### src/rtl/frtic_consts.vh
// Purpose: Constants for the free-running timer with input capture
// Assumes: AHB-Lite register access, 32-bit word per register
// Notes:   Offsets are byte addresses
`ifndef FRTIC_CONSTS_VH
`define FRTIC_CONSTS_VH

// ----------------------------------------
// Register offsets
// ----------------------------------------
`define FRTIC_OFF_COUNT      12'h000
`define FRTIC_OFF_CTRL       12'h004
`define FRTIC_OFF_CAP_CTRL   12'h008
`define FRTIC_OFF_IRQ_STAT   12'h00C
`define FRTIC_OFF_IRQ_EN     12'h010
`define FRTIC_OFF_IRQ_CLR    12'h014
`define FRTIC_OFF_CAP0       12'h020
`define FRTIC_OFF_CAP1       12'h024
`define FRTIC_OFF_CAP2       12'h028
`define FRTIC_OFF_CAP3       12'h02C

// ----------------------------------------
// Control register fields
// ----------------------------------------
`define FRTIC_CTRL_DIV_LSB   0
`define FRTIC_CTRL_STOP_BIT  2
`define FRTIC_CTRL_CLR_BIT   3
`define FRTIC_CTRL_RESET     4'h0

// ----------------------------------------
// Edge select encoding, two bits per pin
// ----------------------------------------
`define FRTIC_EDGE_NONE      2'h0
`define FRTIC_EDGE_RISE      2'h1
`define FRTIC_EDGE_FALL      2'h2
`define FRTIC_EDGE_BOTH      2'h3

// ----------------------------------------
// Interrupt status layout
// ----------------------------------------
`define FRTIC_IRQ_OVF_BIT    0
`define FRTIC_IRQ_CAP_LSB    1

// ----------------------------------------
// Reset value and interrupt number
// ----------------------------------------
`define FRTIC_COUNT_RESET    16'h0000
`define FRTIC_IRQ_NUMBER     8'h13

`endif

### src/rtl/frtic_prescaler.v
// Purpose: Divides the machine clock into a one-cycle count tick
// Assumes: Single clock domain
// Notes:   Ratios are 1, 2, 4 and 8 with the default shift step
`timescale 1ns/1ps
`default_nettype none

module frtic_prescaler #(
    parameter STEP = 1
) (
    input  wire       clk_sys_in,
    input  wire       rst_b_in,
    input  wire [1:0] div_sel_in,
    input  wire       run_in,
    output reg        tick_out
);

    reg  [7:0] div_cnt_reg;
    wire [7:0] div_last;

    // Terminal count for ratio two to the power of sel times step
    assign div_last = (8'h01 << (div_sel_in * STEP)) - 8'h01;

    always @(posedge clk_sys_in or negedge rst_b_in) begin
        if (!rst_b_in) begin
            div_cnt_reg <= 8'h00;
            tick_out    <= 1'b0;
        end else if (!run_in) begin
            // Halting restarts the division so a resume is clean
            div_cnt_reg <= 8'h00;
            tick_out    <= 1'b0;
        end else if (div_cnt_reg >= div_last) begin
            div_cnt_reg <= 8'h00;
            tick_out    <= 1'b1;
        end else begin
            div_cnt_reg <= div_cnt_reg + 8'h01;
            tick_out    <= 1'b0;
        end
    end

endmodule

`default_nettype wire

### src/rtl/frtic_capture_pin.v
// Purpose: One capture input with synchroniser, edge select and latch
// Assumes: Pin is asynchronous to the machine clock
// Notes:   Two flops of delay before an edge is seen
`timescale 1ns/1ps
`default_nettype none

`include "frtic_consts.vh"

module frtic_capture_pin #(
    parameter WIDTH = 16
) (
    input  wire             clk_sys_in,
    input  wire             rst_b_in,
    input  wire             pin_in,
    input  wire [1:0]       edge_sel_in,
    input  wire [WIDTH-1:0] time_base_in,
    output reg  [WIDTH-1:0] cap_value_out,
    output wire             cap_event_out
);

    reg  sync1_reg;
    reg  sync2_reg;
    reg  prev_reg;
    wire rise;
    wire fall;

    // ----------------------------------------
    // Synchroniser and edge detection
    // ----------------------------------------
    always @(posedge clk_sys_in or negedge rst_b_in) begin
        if (!rst_b_in) begin
            sync1_reg <= 1'b0;
            sync2_reg <= 1'b0;
            prev_reg  <= 1'b0;
        end else begin
            sync1_reg <= pin_in; // RULE12
            sync2_reg <= sync1_reg;
            prev_reg  <= sync2_reg;
        end
    end

    assign rise = sync2_reg & ~prev_reg;
    assign fall = ~sync2_reg & prev_reg;
    assign cap_event_out = (edge_sel_in[0] & rise) | // RULE7
                           (edge_sel_in[1] & fall);

    // ----------------------------------------
    // Capture latch, held until next event
    // ----------------------------------------
    always @(posedge clk_sys_in or negedge rst_b_in) begin
        if (!rst_b_in) begin
            cap_value_out <= {WIDTH{1'b0}};
        end else if (cap_event_out) begin
            cap_value_out <= time_base_in; // RULE6 RULE12
        end
    end

endmodule

`default_nettype wire

### src/rtl/frtic_top.v
// Purpose: Free-running 16-bit timer with four capture inputs
// Assumes: AHB-Lite slave, single word transfers, 40 MHz machine clock
// Notes:   Zero wait states; response always OKAY
`timescale 1ns/1ps
`default_nettype none

`include "frtic_consts.vh"

// Notes on behaviour
// RULE1 - 16-bit up counter advances per prescaler tick; four divide ratios.
// RULE2 - Counter overflow raises an interrupt when enabled.
// RULE3 - Interrupt request also serves as hardware transfer service trigger.
// RULE4 - Counter clears on reset and on software writing the clear bit.
// RULE5 - Live counter value feeds every capture unit as time base.
// RULE6 - Qualifying edge stores the counter value in that pin's register.
// RULE7 - Each input selects rising, falling or both edges.
// RULE8 - A qualifying capture edge can raise an interrupt.
// RULE9 - Two units of two pins, four data registers, four events; the code has four capture units of one pin each.
// RULE10 - Counter reads live value; writes load only while halted.
// RULE11 - Counter interrupt goes out on request number 19.
// RULE12 - Inputs synchronised first; capture held until next qualifying edge.
module frtic_top #(
    parameter WIDTH = 16,
    parameter PINS  = 4
) (
    input  wire            clk_sys_in,
    input  wire            rst_b_in,
    input  wire            hsel_in,
    input  wire [31:0]     haddr_in,
    input  wire [1:0]      htrans_in,
    input  wire            hwrite_in,
    input  wire [2:0]      hsize_in,
    input  wire [31:0]     hwdata_in,
    input  wire            hready_in,
    output reg  [31:0]     hrdata_out,
    output wire            hreadyout_out,
    output wire            hresp_out,
    input  wire [PINS-1:0] cap_pin_in,
    output wire            irq_out,
    output wire            hw_xfer_req_out,
    output wire [7:0]      irq_number_out
);

    // ----------------------------------------
    // Declarations
    // ----------------------------------------
    reg  [WIDTH-1:0]    count_reg;
    reg  [1:0]          div_sel_reg;
    reg                 stop_reg;
    reg  [2*PINS-1:0]   edge_sel_reg;
    reg  [PINS:0]       irq_stat_reg;
    reg  [PINS:0]       irq_en_reg;
    reg                 wr_pend_reg;
    reg  [11:0]         wr_addr_reg;
    wire                tick;
    wire [PINS-1:0]     cap_event;
    wire [WIDTH*PINS-1:0] cap_value;
    wire                addr_phase;
    wire                wr_now;
    wire [PINS:0]       irq_set;
    wire [PINS:0]       irq_clr;
    wire                overflow;
    wire                sw_clear;
    wire                sw_load;

    // Register hit test used by every write path
    function hit;
        input [11:0] addr;
        input [11:0] off;
        begin
            hit = (addr == off);
        end
    endfunction

    // ----------------------------------------
    // Bus slave
    // ----------------------------------------
    assign hreadyout_out = 1'b1;
    assign hresp_out     = 1'b0;
    assign addr_phase    = hsel_in & htrans_in[1] & hready_in;
    assign wr_now        = wr_pend_reg;

    always @(posedge clk_sys_in or negedge rst_b_in) begin
        if (!rst_b_in) begin
            wr_pend_reg <= 1'b0;
            wr_addr_reg <= 12'h000;
        end else begin
            wr_pend_reg <= addr_phase & hwrite_in;
            wr_addr_reg <= haddr_in[11:0];
        end
    end

    // Read data registered at the address phase; counter seen live
    always @(posedge clk_sys_in or negedge rst_b_in) begin
        if (!rst_b_in) begin
            hrdata_out <= 32'h0000_0000;
        end else if (addr_phase & ~hwrite_in) begin
            case (haddr_in[11:0])
                `FRTIC_OFF_COUNT:
                    hrdata_out <= {16'h0000, count_reg}; // RULE10
                `FRTIC_OFF_CTRL:
                    hrdata_out <= {28'h000_0000, 1'b0, stop_reg,
                                   div_sel_reg};
                `FRTIC_OFF_CAP_CTRL:
                    hrdata_out <= {24'h00_0000, edge_sel_reg};
                `FRTIC_OFF_IRQ_STAT:
                    hrdata_out <= {27'h000_0000, irq_stat_reg};
                `FRTIC_OFF_IRQ_EN:
                    hrdata_out <= {27'h000_0000, irq_en_reg};
                `FRTIC_OFF_CAP0:
                    hrdata_out <= {16'h0000, cap_value[15:0]};
                `FRTIC_OFF_CAP1:
                    hrdata_out <= {16'h0000, cap_value[31:16]};
                `FRTIC_OFF_CAP2:
                    hrdata_out <= {16'h0000, cap_value[47:32]};
                `FRTIC_OFF_CAP3:
                    hrdata_out <= {16'h0000, cap_value[63:48]};
                default:
                    hrdata_out <= 32'h0000_0000;
            endcase
        end
    end

    // ----------------------------------------
    // Control registers
    // ----------------------------------------
    always @(posedge clk_sys_in or negedge rst_b_in) begin
        if (!rst_b_in) begin
            div_sel_reg  <= 2'h0;
            stop_reg     <= 1'b0;
            edge_sel_reg <= {PINS{`FRTIC_EDGE_NONE}};
            irq_en_reg   <= {(PINS+1){1'b0}};
        end else if (wr_now) begin
            if (hit(wr_addr_reg, `FRTIC_OFF_CTRL)) begin
                div_sel_reg <= hwdata_in[`FRTIC_CTRL_DIV_LSB +: 2]; // RULE1
                stop_reg    <= hwdata_in[`FRTIC_CTRL_STOP_BIT];
            end
            if (hit(wr_addr_reg, `FRTIC_OFF_CAP_CTRL)) begin
                edge_sel_reg <= hwdata_in[2*PINS-1:0]; // RULE7
            end
            if (hit(wr_addr_reg, `FRTIC_OFF_IRQ_EN)) begin
                irq_en_reg <= hwdata_in[PINS:0];
            end
        end
    end

    // ----------------------------------------
    // Prescaler and free-running counter
    // ----------------------------------------
    frtic_prescaler #(
        .STEP (1)
    ) u_prescaler (
        .clk_sys_in (clk_sys_in),
        .rst_b_in   (rst_b_in),
        .div_sel_in (div_sel_reg),
        .run_in     (~stop_reg),
        .tick_out   (tick)
    );

    assign sw_clear = wr_now & hit(wr_addr_reg, `FRTIC_OFF_CTRL) &
                      hwdata_in[`FRTIC_CTRL_CLR_BIT];
    assign sw_load  = wr_now & hit(wr_addr_reg, `FRTIC_OFF_COUNT) &
                      stop_reg;
    assign overflow = tick & ~sw_clear & ~sw_load &
                      (count_reg == {WIDTH{1'b1}});

    always @(posedge clk_sys_in or negedge rst_b_in) begin
        if (!rst_b_in) begin
            count_reg <= `FRTIC_COUNT_RESET; // RULE4
        end else if (sw_clear) begin
            count_reg <= `FRTIC_COUNT_RESET; // RULE4
        end else if (sw_load) begin
            // Loading a running counter would race the tick
            count_reg <= hwdata_in[WIDTH-1:0]; // RULE10
        end else if (tick) begin
            count_reg <= count_reg + {{(WIDTH-1){1'b0}}, 1'b1}; // RULE1
        end
    end

    // ----------------------------------------
    // Capture units, one pin each
    // ----------------------------------------
    genvar g;
    generate
        for (g = 0; g < PINS; g = g + 1) begin : g_cap
            frtic_capture_pin #(
                .WIDTH (WIDTH)
            ) u_pin (
                .clk_sys_in    (clk_sys_in),
                .rst_b_in      (rst_b_in),
                .pin_in        (cap_pin_in[g]), // RULE9
                .edge_sel_in   (edge_sel_reg[2*g +: 2]),
                .time_base_in  (count_reg), // RULE5
                .cap_value_out (cap_value[WIDTH*g +: WIDTH]),
                .cap_event_out (cap_event[g])
            );
        end
    endgenerate

    // ----------------------------------------
    // Interrupt status, set wins over clear
    // ----------------------------------------
    assign irq_set = {cap_event, overflow}; // RULE2 RULE8
    assign irq_clr = (wr_now & hit(wr_addr_reg, `FRTIC_OFF_IRQ_CLR)) ?
                     hwdata_in[PINS:0] : {(PINS+1){1'b0}};

    always @(posedge clk_sys_in or negedge rst_b_in) begin
        if (!rst_b_in) begin
            irq_stat_reg <= {(PINS+1){1'b0}};
        end else begin
            irq_stat_reg <= (irq_stat_reg & ~irq_clr) | irq_set;
        end
    end

    assign irq_out         = |(irq_stat_reg & irq_en_reg); // RULE2 RULE8
    assign hw_xfer_req_out = irq_out; // RULE3
    assign irq_number_out  = `FRTIC_IRQ_NUMBER; // RULE11

endmodule

`default_nettype wire

### config.mk
export PLATFORM = sky130hd
export DESIGN_NAME = frtic_top
export DESIGN_NICKNAME = d
export VERILOG_FILES = /design/src/rtl/frtic_prescaler.v /design/src/rtl/frtic_capture_pin.v /design/src/rtl/frtic_top.v
export VERILOG_INCLUDE_DIRS = /design/src /design/src/rtl
export SDC_FILE = /design/constraint.sdc
export NUM_CORES = 1
export LEC_CHECK = 0
export BUFFER_PORTS_ARGS = -buffer_cell sky130_fd_sc_hd__buf_4
export CORE_MARGIN = 1.5
export CORE_UTILIZATION = 30
export CTS_CLUSTER_SIZE = 24
export DETAILED_ROUTE_END_ITERATION = 10
export HOLD_SLACK_MARGIN = 0.03
export PLACE_DENSITY_LB_ADDON = 0.3
export SLEW_MARGIN = 20
export SYNTH_ARGS = -nofsm -noshare
export SYNTH_HDL_FRONTEND = slang
export SYNTH_SLANG_ARGS = --single-unit
### constraint.sdc
create_clock -name clk_sys_in -period 5.8 [get_ports clk_sys_in]
set_input_delay 0.29 -clock clk_sys_in [delete_from_list [all_inputs] [get_ports clk_sys_in]]
set_output_delay 0.29 -clock clk_sys_in [all_outputs]
set_load 0.05 [all_outputs]
# After elaboration in Yosys (flattened, before gate mapping)
# Index checks and enable logic that the tools add are counted.
# classes
eq_ne	13
order_cmp	1
n_reduce_logical	7
bitwise	47
n_mux	9
add_sub_neg	3
shift	1
# ops
op	n
one-hot mux 16 bit (9 select lines)	1
== test 12 x 6 -> 1 bit (second input constant)	4
two-way mux 16 bit	3
== test 12 x 4 -> 1 bit (second input constant)	3
== test 12 x 5 -> 1 bit (second input constant)	3
AND 1 bit	28
== test 12 x 3 -> 1 bit (second input constant)	2
logical NOT 12 bit	2
adder 16 x 1 -> 16 bit (second input constant)	1
== test 16 bit (second input constant)	1
two-way mux 8 bit	2
inverter 1 bit	11
AND 5 bit	2
adder 8 x 1 -> 8 bit (second input constant)	1
greater-or-equal comparator 8 bit	1
left shift 1 x 2 -> 8 bit (first input constant)	1
subtractor 8 x 1 -> 8 bit (second input constant)	1
AND reduction 2 bit	3
two-way mux 5 bit	1
inverter 5 bit	1
bitwise OR 5 bit	1
OR reduction 5 bit	1
bitwise OR 1 bit	4
nonzero test 3 bit	1
two-way mux 1 bit	2
# word_totals
register_bits	167
elab_cells	108
inputBits	78

# Longest topological paths before layout
# logic_depth
ltp_word	8
depth_mapped	7

# Cells and area by module
# From an unflattened synthesis, not the netlist that was laid out.
# unflattened
hier_cells	933
hier_area_um2	9595.5
# modules_own_cells
mod	seq_area_each_um2	area_per_inst_um2	n_inst	cells_each
frtic_capture_pin	475.5	1327.5	4	135
frtic_top	1651.6	3842.4	1	352
frtic_prescaler	225.2	442.9	1	41

# Worst setup path before layout
# OpenSTA, ideal clock, no wires.
# synth_timing
path_kind	flip-flop to flip-flop
startpoint	register wr_addr_reg[7]
endpoint	register count_reg[12]
synth_period_minus_slack_ns	1.919
t_arrival_ns	1.792
setup_slack_ns	3.881
setup_ns	0.127
n_path_buf	2
required_ns	5.673
stages_incl_launch_ff	7
path_cell_list	dfrtp_1 -> or4_4 -> nor4_4 -> and3_1 -> clkbuf_2 -> buf_4 -> a211oi_1
# synth_between
elab_chain_cells	5
# synth_lines
item	line	text
start, declared	frtic_top.v:54	reg [11:0] wr_addr_reg;
start signal, assigned	frtic_top.v:89	wr_addr_reg <= haddr_in[11:0];
logical NOT 12 bit	frtic_top.v:71	hit = (addr == off);
AND 1 bit (2 in a row)	frtic_top.v:162	assign sw_load = wr_now & hit(wr_addr_reg, `FRTIC_OFF_COUNT) &
two-way mux 16 bit	frtic_top.v:172	end else if (sw_load) begin
two-way mux 16 bit	frtic_top.v:170	end else if (sw_clear) begin
end signal, assigned	frtic_top.v:169	count_reg <= `FRTIC_COUNT_RESET;
end signal, assigned	frtic_top.v:171	count_reg <= `FRTIC_COUNT_RESET;
end signal, assigned	frtic_top.v:174	count_reg <= hwdata_in[WIDTH-1:0];
end, declared	frtic_top.v:47	reg [WIDTH-1:0] count_reg;
# Several ways; a longest one is shown, not always the timed one.
# A chain may end at the register's enable or synchronous reset.

# Worst setup path after layout
# layout_timing
startpoint	input port haddr_in[11]
endpoint	register hrdata_out[8]
# layout_between
elab_chain_cells	2
# layout_lines
item	line	text
start, declared	frtic_top.v:29	input wire [31:0] haddr_in,
== test 12 x 6 -> 1 bit, or another cell as far along	frtic_top.v:98	case (haddr_in[11:0])
one-hot mux 16 bit (9 select lines) *	frtic_top.v:98	
end signal, assigned	frtic_top.v:100	hrdata_out <= {16'h0000, count_reg};
end signal, assigned	frtic_top.v:102	hrdata_out <= {28'h000_0000, 1'b0, stop_reg,
end signal, assigned	frtic_top.v:105	hrdata_out <= {24'h00_0000, edge_sel_reg};
end, declared	frtic_top.v:35	output reg [31:0] hrdata_out,
# Mark *: on every way between the ends. The rest lies on a longest branch, timed or not.

==> metrics.txt <==
maxcap violations=0; crit path kind=in -> reg; post-CTS setup buffer count=0; normalized max-slew margin=36.71%; Setup TNS=0 ps; vias per cell=4.738; share of layout cells above drive strength 1=29.19%; initial antenna violation count=0; fin util=36.22%; Die Wd=157.1 um; status=finished with violations; Yosys top cell area share=53.02%; CTS tree=done; number of flip-flops in the largest register=64; row cnt=56; Routed WL per cell=16.97 um; slowest cell delay on critical path=580 ps; # DRC=0; worst skew pair latency=420 ps; DIE AREA=24690 um2; leakage power=3.633 nW; PD cells=381.3 nW/um2; worst min path class=in -> async; Async SR Flop Fraction=100.0%; gpl congestion=0.7619; Final Max Slew Viols=0; crit end category=flip-flop; crit path max-delay cell type=or4_1; WP depth=7; FF+latch count, synth=151; setup slack at placement=3232 ps; fillers=2339; Final Instance Area=8477 um2; DP HPWL=11290 um; Syn Inst Count=598; Root Buffer Master=clkbuf_16; largest net degree at the start of global routing=102; vias=4676; H-tree Lvls=4; DR pass1 iterations=4; ys flop type=dfrtp_1; Synth area leaders=dfrtp_1 53%, mux2_2 15%, mux2i_1 4.8%, buf_4 3.2%, nand2_1 1.9%; Initial Util=30.45%; highest clock rate=370.2 MHz; core area=23400 um2; Num CTS Buffers=17; WP data required=6140 ps; Syn Area/Cell=11.92 um2; Unique masters post-synth=59; aggregate global routing overflow=0; post-route ant nets=0; Worst R2R Path Depth=4; warnings from Yosys=0; Peak supply drop=0.1803 mV; Area Growth Syn to Fin=18.94%; Worst-Margin Slew=949.3 ps; final setup fails=0; period utilization=46.57%; final hold viol count=20; crit path buf inv count=2; worst-path maximum fanout=8; RSZ-0062 raised after global routing=no; Startpoint Class=primary input; Die H=157.1 um; Tmin final=2701 ps; Post-Syn Area=7127 um2; clk buf depth=2; # IOs=122; DRT iter0 DRCs=240; dpl cell area=7730 um2; first-pass GRT wire length=26880 um; number of diodes=0; clk sink count=151; Max Clock Skew=11.73 ps; failing checks=negative hold slack; vias in the first global route=4621; Worst-path clk slew=60 ps; critical path arrival=3040 ps; port bufs=55; Crit path max-delay family=simple AND/OR/NAND/NOR gates; Total GRT Usage=14.55%; Nets=740; final WL=16750 um; hold_ws=-33.13 ps; critical-path cell list=dlygate4sd3_1, buf_4, or4_1, nor4_1, and2_1, nand2_1, o21ai_0; post-synthesis sequential area ratio=53.02%; number of synthesized flops with an enable pin=0; post-route setup slack=3099 ps; area leader, netlist=dfrtp_1
## synth_stat cells (4+ instances only)
cell	number
a21oi_1	10
nor2_1	36
o21ai_1	4
o2bb2ai_1	4
buf_2	7
xor2_1	5
a22oi_1	10
inv_1	4
nor3_1	10
a211oi_1	8
nand3b_1	5
clkbuf_1	18
a2bb2oi_1	5
nand3_1	14
o21ai_0	20
a21o_1	6
buf_1	5
mux2_2	93
mux2i_1	34
dfrtp_1	151
buf_4	30
nand2_1	37
xnor2_1	13
ha_1	6
o22ai_1	7
## layer usage
layer  routed length, um  vias to the layer above  global-route usage, %  share of wire [%]
li1                    -                     2205                      -                  -
met1                8380                     2361                  21.34                 50
met2                7522                       97                  21.62                 45
met3                 676                       13                  2.753                4.0
met4                 175                        0                  4.447                1.0
met5                   0                        -                      0                  0
## what timing repair did
action / CTS / global route
hold buffers: 12 / 0
setup endpoints to repair: 0 / 0
resized for setup: 0 / 0
hold endpoints to repair: 12 / 0
## cells by family (layout without fill, tap and decap cells)
logic type / Yosys count / after routing / synth area share (%)
AO/OA/AOI/OAI: 89 / 89 / 8.462
flip-flops: 151 / 151 / 53.02
adder cells (fa/ha/maj): 6 / 6 / 1.053
other: 2 / 30 / 0.1054
buffers and inverters: 66 / 108 / 5.302
XOR/XNOR: 18 / 18 / 2.212
AND/OR/NAND/NOR: 139 / 139 / 10.38
multiplexers: 127 / 127 / 19.47
## metrics by stage
step           power, mW  instances
6_report           3.232        987
5_1_grt            3.411        987
4_1_cts            3.267        987
3_5_place_dp       2.066        944
3_3_place_gp       2.050        944
2_1_floorplan      1.904        626
## final cells by class
type,count,area [um2],share of cell area [%]
well taps,319,399.1,4.708
repair buffers,73,581.8,6.863
clock buffers,21,460.4,5.432
inverters,4,15.01,0.1771
clock inverters,10,166.4,1.963
flip-flops and latches,151,3779,44.58
multi-input cells,409,3075,36.28
## cell usage in the layout (no fill, tap or decap), types with 3 or more instances in the layout
| cell | Yosys | routed |
|---|---|---|
| dfrtp_1 | 151 | 151 |
| mux2_2 | 93 | 93 |
| buf_4 | 30 | 60 |
| nand2_1 | 37 | 37 |
| nor2_1 | 36 | 36 |
| mux2i_1 | 34 | 34 |
| conb_1 | 2 | 30 |
| o21ai_0 | 20 | 20 |
| clkbuf_16 | 0 | 17 |
| nand3_1 | 14 | 14 |
| xnor2_1 | 13 | 13 |
| dlygate4sd3_1 | 0 | 12 |
| nor3_1 | 10 | 10 |
| a22oi_1 | 10 | 10 |
| a21oi_1 | 10 | 10 |
| a211oi_1 | 8 | 8 |
| o22ai_1 | 7 | 7 |
| a21o_1 | 6 | 6 |
| ha_1 | 6 | 6 |
| xor2_1 | 5 | 5 |
| nand3b_1 | 5 | 5 |
| a2bb2oi_1 | 5 | 5 |
| inv_1 | 4 | 4 |
| o21ai_1 | 4 | 4 |
| o2bb2ai_1 | 4 | 4 |
| bufinv_16 | 0 | 4 |
| nor2b_1 | 3 | 3 |
| or2_2 | 3 | 3 |
| and3_1 | 3 | 3 |
| nand4_1 | 3 | 3 |
| nor4_1 | 3 | 3 |
| nor3b_1 | 3 | 3 |
| a32oi_1 | 3 | 3 |
| inv_6 | 0 | 3 |
## power by group
group	switching (mW)	total, mW	internal (mW)
Clock	0.439	1.18	0.745
Combinational	0.249	0.558	0.309
Sequential	0.206	1.49	1.28
## worst paths after layout
| check | slack, ps | start | end |
|---|---|---|---|
| hold / removal | -30 | rst_b_in | g_cap[3].u_pin.sync1_reg$_DFF_PN0_ |
| hold reg to reg | 350 | g_cap[1].u_pin.sync1_reg$_DFF_PN0_ | g_cap[1].u_pin.sync2_reg$_DFF_PN0_ |
| min in group clk_sys_in | 120 | hwdata_in[5] | edge_sel_reg[5]$_DFFE_PN0P_ |
| max in group asynchronous | 4640 | rst_b_in | irq_en_reg[1]$_DFFE_PN0P_ |
| setup / recovery | 3100 | haddr_in[11] | hrdata_out[8]$_DFFE_PN0P_ |
| setup reg to reg | 3410 | wr_addr_reg[7]$_DFF_PN0_ | count_reg[1]$_DFFE_PN0P_ |
Power figures use the tool's default switching activity.
